**src/sync_serial_consts.svh**
```systemverilog
// constants for the clocked synchronous serial channel
`ifndef SYNC_SERIAL_CONSTS_SVH
`define SYNC_SERIAL_CONSTS_SVH

`define SS_DATA_W 8
`define SS_DIV_W 8
`define SS_CNT_W 4
`define SS_LAST_BIT 4'h7
`define SS_TX_EMPTY_RST 1'b1
`define SS_TX_END_RST 1'b1
`define SS_TXD_RST 1'b1
`define SS_SCK_RST 1'b1
`define SS_IRQ_NONE 3'h0
`define SS_IRQ_RX_ERROR 3'h1
`define SS_IRQ_RX_FULL 3'h2
`define SS_IRQ_TX_EMPTY 3'h3
`define SS_IRQ_TX_END 3'h4

`endif

```
**src/sync_serial_pkg.sv**
```systemverilog
// types shared by the serial channel and its pin synchroniser
`default_nettype none
`include "sync_serial_consts.svh"
package sync_serial_pkg;

    typedef struct packed {
        logic tx_enable;
        logic rx_enable;
        logic tx_irq_enable;
        logic rx_irq_enable;
        logic tx_end_irq_enable;
        logic clk_internal;
    } ctrl_s;

    typedef struct packed {
        logic tx_empty;
        logic tx_end;
        logic rx_full;
        logic overrun;
        logic framing_err;
        logic parity_err;
    } flags_s;

    typedef struct packed {
        logic rx_error;
        logic rx_full;
        logic tx_empty;
        logic tx_end;
    } requests_s;

    typedef enum logic [1:0] {ST_IDLE, ST_RUN} link_state_e;

    typedef struct packed {
        link_state_e st;
        logic [`SS_DATA_W-1:0] tx_buf;
        logic [`SS_DATA_W-1:0] tx_shift;
        logic [`SS_DATA_W-1:0] rx_shift;
        logic [`SS_DATA_W-1:0] rx_buf;
        logic [`SS_CNT_W-1:0] bit_cnt;
        logic [`SS_DIV_W-1:0] div;
        logic tx_live;
        logic chain;
        logic txd;
        logic sck;
        flags_s flags;
    } chan_state_s;

    typedef struct packed {
        logic [2:0] sck;
        logic [1:0] rxd;
    } pin_sync_s;

endpackage
`default_nettype wire

```
**src/pin_sync.sv**
```systemverilog
// two-flop synchronisers for serial clock and data pins, with clock edge detect
`timescale 1ns/1ns
`default_nettype none
module pin_sync
    import sync_serial_pkg::*;
(
    input wire logic core_clk,
    input wire logic arst_n,
    input wire logic sck_in,
    input wire logic rxd,
    output logic sck_rise,
    output logic sck_fall,
    output logic rxd_s
);
    pin_sync_s r;
    pin_sync_s s;

    // edge detect looks only at the second and third stages
    always_comb begin
        s.sck = {r.sck[1:0], sck_in};
        s.rxd = {r.rxd[0], rxd};
    end

    always_ff @(posedge core_clk or negedge arst_n) begin
        if (!arst_n) begin
            r <= '1;
        end else begin
            r <= s;
        end
    end

    assign sck_rise = r.sck[1] & ~r.sck[2];
    assign sck_fall = ~r.sck[1] & r.sck[2];
    assign rxd_s = r.rxd[1];
endmodule
`default_nettype wire

```
**src/sync_serial_channel_txrx.sv**
```systemverilog
// one serial channel in clocked synchronous mode: shifters, flags, requests
`timescale 1ns/1ns
`default_nettype none
module sync_serial_channel_txrx
    import sync_serial_pkg::*;
(
    input wire logic core_clk,
    input wire logic arst_n,
    input wire ctrl_s ctrl,
    input wire logic [`SS_DIV_W-1:0] bit_rate_reg,
    input wire logic tx_buf_wr,
    input wire logic dma_tx_wr,
    input wire logic [`SS_DATA_W-1:0] tx_wdata,
    input wire logic dma_rx_rd,
    input wire flags_s flag_clear,
    input wire logic framing_err_set,
    input wire logic parity_err_set,
    input wire logic sck_in,
    input wire logic rxd,
    output logic sck_out,
    output logic sck_oe,
    output logic txd,
    output flags_s flags,
    output logic [`SS_DATA_W-1:0] rx_buffer,
    output requests_s requests,
    output logic [2:0] irq_code
);
    chan_state_s r;
    chan_state_s s;
    flags_s fs;
    flags_s clr;
    logic halt;
    logic rise;
    logic fall;
    logic frame_end;
    logic rx_set;
    logic ext_rise;
    logic ext_fall;
    logic rxd_s;

    // the receiver runs on its own only when the partner clocks or nothing is sent
    function automatic logic rx_free_run(input ctrl_s c);
        return c.rx_enable && (!c.clk_internal || !c.tx_enable);
    endfunction

    pin_sync u_pin_sync (
        .core_clk(core_clk),
        .arst_n(arst_n),
        .sck_in(sck_in),
        .rxd(rxd),
        .sck_rise(ext_rise),
        .sck_fall(ext_fall),
        .rxd_s(rxd_s)
    );

    // next-state logic for the whole channel
    always_comb begin
        s = r;
        fs = '0;
        rise = 1'b0;
        fall = 1'b0;
        frame_end = 1'b0;
        rx_set = 1'b0;
        halt = r.flags.overrun | r.flags.framing_err | r.flags.parity_err;
        // serial clock edges: own divider or the partner's clock
        if (ctrl.clk_internal) begin
            if (r.st == ST_RUN) begin
                if (r.div == '0) begin
                    s.div = bit_rate_reg;
                    s.sck = ~r.sck;
                    fall = r.sck;
                    rise = ~r.sck;
                end else begin
                    s.div = r.div - 1'b1;
                end
            end
        end else begin
            rise = ext_rise && (r.st == ST_RUN);
            fall = ext_fall && (r.st == ST_RUN);
            // mirror the partner's clock so the frame position is known; pin not driven here
            if (fall) begin
                s.sck = 1'b0;
            end else if (rise) begin
                s.sck = 1'b1;
            end
        end
        case (r.st)
            ST_IDLE: begin
                s.sck = 1'b1;
                s.bit_cnt = '0;
                s.div = bit_rate_reg;
                if (!halt && ctrl.tx_enable && !r.flags.tx_empty) begin
                    // buffer to shifter; first bit is put on the line at once
                    s.tx_shift = r.tx_buf;
                    s.txd = r.tx_buf[0];
                    s.tx_live = 1'b1;
                    fs.tx_empty = 1'b1;
                    s.st = ST_RUN;
                end else if (!halt && rx_free_run(ctrl)) begin
                    s.tx_live = 1'b0;
                    s.st = ST_RUN;
                end
            end
            ST_RUN: begin
                if (halt || (!ctrl.rx_enable && !(r.tx_live && ctrl.tx_enable))) begin
                    // an error aborts the frame; sck parks high
                    s.st = ST_IDLE;
                    s.sck = 1'b1;
                    s.chain = 1'b0;
                end else begin
                    // a byte written while only the receiver runs joins at a frame gap;
                    // sck high with no bit counted means no bit of this frame has left yet
                    if (!r.tx_live && r.sck && !fall && (r.bit_cnt == '0) &&
                        ctrl.tx_enable && !r.flags.tx_empty) begin
                        s.tx_shift = r.tx_buf;
                        s.txd = r.tx_buf[0];
                        s.tx_live = 1'b1;
                        fs.tx_empty = 1'b1;
                    end
                    if (fall && r.tx_live) begin
                        s.txd = r.tx_shift[r.bit_cnt[2:0]];
                        if (r.bit_cnt == `SS_LAST_BIT) begin
                            // txd takes the MSB from the old shifter in this cycle, so the shifter can reload now
                            if (ctrl.tx_enable && !r.flags.tx_empty) begin
                                s.chain = 1'b1;
                                s.tx_shift = r.tx_buf;
                                fs.tx_empty = 1'b1;
                            end else begin
                                fs.tx_end = 1'b1;
                            end
                        end
                    end
                    if (rise) begin
                        s.rx_shift = {rxd_s, r.rx_shift[7:1]};
                        s.bit_cnt = r.bit_cnt + 1'b1;
                        if (r.bit_cnt == `SS_LAST_BIT) begin
                            // eighth rising edge closes the character
                            frame_end = 1'b1;
                            s.bit_cnt = '0;
                            s.tx_live = r.chain;
                            s.chain = 1'b0;
                            if (ctrl.rx_enable) begin
                                if (!r.flags.rx_full) begin
                                    rx_set = 1'b1;
                                    s.rx_buf = {rxd_s, r.rx_shift[7:1]};
                                    fs.rx_full = 1'b1;
                                end else begin
                                    fs.overrun = 1'b1;
                                end
                            end
                            if (!(r.chain || rx_free_run(ctrl))) begin
                                s.st = ST_IDLE;
                            end
                        end
                    end
                end
            end
            default: begin
                s.st = ST_IDLE;
            end
        endcase
        // transmitter disable wins over the shifter, txd, tx_live, chain and tx_empty; a buffer write in the same cycle still lands
        if (!ctrl.tx_enable) begin
            fs.tx_empty = 1'b1;
            s.tx_shift = '0;
            s.tx_live = 1'b0;
            s.chain = 1'b0;
            s.txd = `SS_TXD_RST;
        end
        // a write while tx_empty is low overwrites the unsent byte
        if (tx_buf_wr || dma_tx_wr) begin
            s.tx_buf = tx_wdata;
        end
        fs.framing_err = framing_err_set;
        fs.parity_err = parity_err_set;
        clr = flag_clear;
        clr.tx_empty = flag_clear.tx_empty | dma_tx_wr;
        clr.rx_full = flag_clear.rx_full | dma_rx_rd;
        // set wins over clear; receive enable plays no part here
        s.flags = flags_s'(fs | (r.flags & ~clr));
    end

    always_ff @(posedge core_clk or negedge arst_n) begin
        if (!arst_n) begin
            r <= '0;
            r.flags.tx_empty <= `SS_TX_EMPTY_RST;
            r.flags.tx_end <= `SS_TX_END_RST;
            r.txd <= `SS_TXD_RST;
            r.sck <= `SS_SCK_RST;
        end else begin
            r <= s;
        end
    end

    // request lines, each gated by its enable
    always_comb begin
        requests.rx_error = ctrl.rx_irq_enable &&
            (r.flags.overrun || r.flags.framing_err || r.flags.parity_err);
        requests.rx_full = ctrl.rx_irq_enable && r.flags.rx_full;
        requests.tx_empty = ctrl.tx_irq_enable && r.flags.tx_empty;
        requests.tx_end = ctrl.tx_end_irq_enable && r.flags.tx_end;
    end

    // fixed priority code of the highest pending request
    always_comb begin
        if (requests.rx_error) begin
            irq_code = `SS_IRQ_RX_ERROR;
        end else if (requests.rx_full) begin
            irq_code = `SS_IRQ_RX_FULL;
        end else if (requests.tx_empty) begin
            irq_code = `SS_IRQ_TX_EMPTY;
        end else if (requests.tx_end) begin
            irq_code = `SS_IRQ_TX_END;
        end else begin
            irq_code = `SS_IRQ_NONE;
        end
    end

    assign sck_out = r.sck;
    assign sck_oe = ctrl.clk_internal;
    assign txd = r.txd;
    assign flags = r.flags;
    assign rx_buffer = r.rx_buf;
endmodule
`default_nettype wire

```
**config.mk**
```make
export PLATFORM = sky130hd
export DESIGN_NAME = sync_serial_channel_txrx
export DESIGN_NICKNAME = d
export VERILOG_FILES = /design/src/sync_serial_pkg.sv /design/src/pin_sync.sv /design/src/sync_serial_channel_txrx.sv
export VERILOG_INCLUDE_DIRS = /design/src
export SDC_FILE = /design/constraint.sdc
export NUM_CORES = 1
export LEC_CHECK = 0
export BUFFER_PORTS_ARGS = -buffer_cell sky130_fd_sc_hd__buf_2
export CAP_MARGIN = 20
export CORE_ASPECT_RATIO = 0.9
export CORE_MARGIN = 2
export CORE_UTILIZATION = 30
export DETAILED_ROUTE_END_ITERATION = 10
export GPL_TIMING_DRIVEN = 1
export PLACE_DENSITY = 0.58
export SYNTH_ARGS = -nofsm -noshare
export SYNTH_HDL_FRONTEND = slang
export SYNTH_SLANG_ARGS = --single-unit
```
**constraint.sdc**
```tcl
create_clock -name core_clk -period 3.72 [get_ports core_clk]
set_input_delay 0 -clock core_clk [delete_from_list [all_inputs] [get_ports core_clk]]
set_output_delay 0 -clock core_clk [all_outputs]
set_load 0.01 [all_outputs]
```
# Word level (Yosys, flattened, before mapping)
# Index checks and enable logic that the tools add are counted.
[word_totals]
out_inout_bits = 24
in_bits = 37
word_cells = 170
register_bits = 61
[op_classes]
addsub = 2
n_mux = 74
n_reduce_logical = 46
eq_ne = 14
order_cmp = 1
bitwise_logic = 14
[ops]
columns = ["cell", "count"]
rows = [
  ["$mux 8", 12],
  ["$mux 1", 31],
  ["$mux 2", 14],
  ["$mux 28", 1],
  ["$mux 20", 1],
  ["$logic_and 1x1->1", 19],
  ["$mux 3", 6],
  ["$pmux 8 s2", 1],
  ["$mux 12", 1],
  ["$ne 3x3->1 const B", 4],
  ["$reduce_and 3->1", 4],
  ["$logic_not 1->1", 8],
  ["$logic_not 8->1", 1],
  ["$pmux 2 s2", 2],
  ["$pmux 4 s2", 1],
  ["$reduce_and 4->1", 2],
  ["$sub 8x1->8 const B", 1],
  ["$and 6x6->6", 1],
  ["$logic_or 1x1->1", 6],
  ["$ne 3x1->1 const B", 2],
  ["$not 6->6", 1],
  ["$or 6x6->6", 1],
  ["$reduce_and 6->1", 1],
  ["$not 1->1", 5],
  ["other kinds (18)", 25],
]

# Logic depth before layout (Yosys ltp)
[logic_depth]
ltp_word = 17
mapped_depth = 12
ltp_nobuf = 10

# By module
# A second synthesis with hierarchy kept.
[unflattened]
cells_unflattened = 302
area_unflattened_um2 = 3170.5
[by_module_without_submodules]
columns = ["mod", "area_per_inst_um2", "instances", "seq_area_each_um2", "cells_each"]
rows = [
  ["sync_serial_channel_txrx", 3024.2, 1, 1356.3, 295],
  ["pin_sync", 146.4, 1, 131.4, 7],
]

# Worst setup path before layout
# No wires, ideal clock.
[synth_timing]
kind = "register to register"
startpoint = "register r[10] in the netlist's numbering"
endpoint = "register r (netlist bit rx_buffer[0])"
stages_incl_launch_ff = 13
path_slack_ps = 880
setup_ps = 125
period_less_slack_ps = 2840
t_arrival_ps = 2715
n_path_buf = 2
path_cell_list = "dfrtp_1 -> inv_1 -> ha_1 -> nor3b_1 -> and3_1 -> clkbuf_1 -> ha_1 -> nand2_1 -> a21oi_4 -> nand2_2 -> or4b_4 -> buf_6 -> mux2_4"
[synth_between]
elab_chain_cells = 5
[synth_lines]
columns = ["element", "line", "source"]
rows = [
  ["from (decl)", "sync_serial_channel_txrx.sv:28", "chan_state_s r;"],
  ["from (signal assigned)", "sync_serial_channel_txrx.sv:191", "r <= s;"],
  ["$logic_not 8->1", "sync_serial_channel_txrx.sv:68", "if (r.div == '0) begin"],
  ["$mux 1", "sync_serial_channel_txrx.sv:68", ""],
  ["$mux 1", "sync_serial_channel_txrx.sv:67", "if (r.st == ST_RUN) begin"],
  ["$mux 1", "sync_serial_channel_txrx.sv:66", "if (ctrl.clk_internal) begin"],
  ["$reduce_and 6->1 (no line)", "-", ""],
]
# Every way passes these cells.
# A chain may end at the register's enable or synchronous reset.

# Final worst setup path
[layout_timing]
startpoint = "register r[10] in the netlist's numbering"
endpoint = "register r (netlist bit rx_buffer[6])"
# Same word-level chain as after synthesis.

==> flow_summary.ini <==
[die]
pin_count = 61
die_area_um2 = 11300
initial_utilization = 0.308
placementRows = 35
floorplan.die.height_um = 101
die_width_um = 112
floorplan.core_area_um2 = 10200

[clock_tree]
cts_tree = yes
post_cts_resize_count = 0
clkSinkCount = 59
tritoncts.num_buffers = 9
clk_root_buffer_cell = clkbuf_16
ctsHtreeMaxLevel = 3
clock_latency_ns = 0.33
clk_pin_slew_ns = 0.05
cts_buffer_depth = 2
cts.repair_timing.setup_buffer_count = 0
cts.hold.buffers_added = 29

[routing]
drt_first_iter_violations = 158
wl_per_cell_um = 14.2
detailroute.via_count = 2597
drt_wl_total_um = 7220
remaining_drc_errors = 0
met3_wirelength_um = 420
routedLengthMet1_um = 3560
detail_route.vias_per_cell = 5.10
drt_pass1_iterations = 4
drtAntennaViolNets = 0
highest_layer = met4
wl_met2_um = 3140

[grt]
first_pass_grt_wire_length_um = 12300
grt.overflow.total = 0
grt_pass1_vias = 2423
grt_use_total = 0.137
grt_max_degree = 31
initial_antenna_violation_count = 0

[yosys]
ys.warnings.count = 0
ys_flop_type = dfrtp_1
synthesis.area_um2 = 3150
synthesis.nets = 341
yosysSeqAreaShare = 0.472
async_reset_ff_frac = 1.00
synth_largest_area_cell = dfrtp_1
yosys.cell_types.count = 55
postSynthCellCount = 298
synthesis.area_per_instance_um2 = 10.6
synth-edff-count = 0
netlist_top_cells_area = dfrtp_1 (40%), dfstp_2 (7.5%), mux2_2 (5.7%)
yosysTopAreaCellShare = 0.397
ys_ff_latch = 59

[critical_path]
timing.setup.critical_path_class = reg -> reg
worst_setup_path_end_kind = register
critical_path_arrival_ns = 3.24
critical_path.max_fanout = 9
worst_ep_required_time_ns = 3.93
startpoint_type = register

[pwr]
static-leakage-power_nw = 1.87
cellPowerDensity_nw_per_um2 = 426
vdd_drop_max_v = 0.000237

[final_layout]
drive_gt1_frac = 0.324
antennaDiodeCount = 0
fillCellCount = 995
final_net_count = 418
syn_to_final_growth_pct = 29.6
final_design_area_no_fill_um2 = 4090

[timing]
layout_worst_path_cycle_share = 0.813
number_of_pins_exceeding_their_max_slew_limit_in_the_final_report = 0
worst-slew-pin-transition_ns = 0.668
report.final.hold_viol_count = 0
setup_tns_ns = 0
final-setup-viol-count = 0
final.setup_skew_ns = 0.00544
timing.slew.headroom = 0.550
grt_setup_unrepaired = no
finalWorstPathRequiredPeriod_ns = 3.02
fmax_ghz = 0.331

[flow_run]
cap_violations = 0

[worst_hold_path]
worstHoldPathType = in -> reg

[place]
portBuffers = 60
gpl.final_weighted_congestion = 0.890
dpl_cell_area_um2 = 3480
hpwl_um = 5040

[status]
status = complete, no violations
==> power breakdown <==
group	leakage, nW	switching [mW]	total [mW]	internal, mW
Combinational	0.975	0.0853	0.167	0.0815
Sequential	0.748	0.0262	0.699	0.672
Clock	0.147	0.293	0.876	0.583
==> critical path, cell delays in order (launching register included) <==
cell	delay, ns
dfrtp_1	0.40
inv_1	0.09
ha_1	0.24
nor3b_1	0.24
and3_1	0.37
ha_1	0.21
nand2_1	0.09
a21oi_4	0.21
nand2_2	0.11
or4b_4	0.61
mux2_4	0.33
==> registers in the layout, summed over array words and instances (netlist names) <==
register,count
r,38
rx_buffer,8
flags,6
u_pin_sync.r,4
sck_out,1
txd,1
u_pin_sync.rxd_s,1
==> per-stage QoR <==
step	hold WS, ns	util	std cells	setup slack (ns)	total power [mW]
6_report	0.0764	0.399	509	0.697	1.74
5_1_grt	0.120	0.399	509	0.404	1.82
4_1_cts	0.0580	0.399	509	0.692	1.77
3_5_place_dp	0.0807	0.339	464	0.698	0.853
3_3_place_gp	0.0833	0.339	464	0.774	0.850
2_1_floorplan	-0.296	-	298	0.880	0.789
==> final timing paths <==
kind / startpoint / to / slack (ns) / cells past startpoint
worst max-delay path: r[10] / rx_buffer[6] / 0.70 / 10
worst min-delay path: flag_clear[5] / flags[5] / 0.08 / 4
worst max register to register: r[10] / rx_buffer[6] / 0.70 / 10
worst min register to register: u_pin_sync.r[0] / u_pin_sync.rxd_s / 0.35 / 0
max in group asynchronous: arst_n / u_pin_sync.r[3] / 2.61 / 3
min in group asynchronous: arst_n / r[37] / 0.23 / 2
==> cell families after synthesis <==
kind of cell	share of synthesized area
simple gates	0.131
mux	0.116
fa+ha+maj	0.0238
compound gates	0.187
buf+inv	0.0707
flops	0.472
==> layout by cell type, fill, tap and decap left out, types with 4 or more instances in the layout <==
cell type	Yosys	final
dlygate4sd3_1	0	29
mux2_4	8	8
a21o_1	4	4
a21oi_1	16	16
nand3_1	13	13
dfstp_2	9	9
nor2_1	15	15
o21ai_0	22	22
clkbuf_16	0	9
a22oi_1	17	17
buf_4	15	4
nand3b_1	4	4
buf_2	1	60
nand2_1	16	16
mux2_2	16	16
ha_1	6	6
inv_1	15	15
dfrtp_1	50	50
==> cell usage after synthesis (4+ instances only) <==
cell type and n:
a21o_1 4, a21oi_1 16, a22oi_1 17, buf_4 15, clkbuf_1 10, dfrtp_1 50
dfstp_2 9, ha_1 6, inv_1 15, mux2_2 16, mux2_4 8, nand2_1 16
nand3_1 13, nand3b_1 4, nor2_1 15, o21ai_0 22
==> cell type report <==
type / count / area (um^2) / share of cell area
clock buffer: 9 / 225 / 0.0551
clock inverter: 7 / 92.6 / 0.0227
inverter: 15 / 56.3 / 0.0138
multi-input combinational: 197 / 1440 / 0.353
sequential: 59 / 1490 / 0.364
tap: 129 / 161 / 0.0395
timing repair buffer: 93 / 621 / 0.152
==> routing by layer <==
metal	GRT usage	vias up
met4	0.0507	0
met2	0.197	91
met1	0.197	1248
li1	-	1247
met3	0.0377	11
met5	0	-
(Power assumes the default switching activity.)
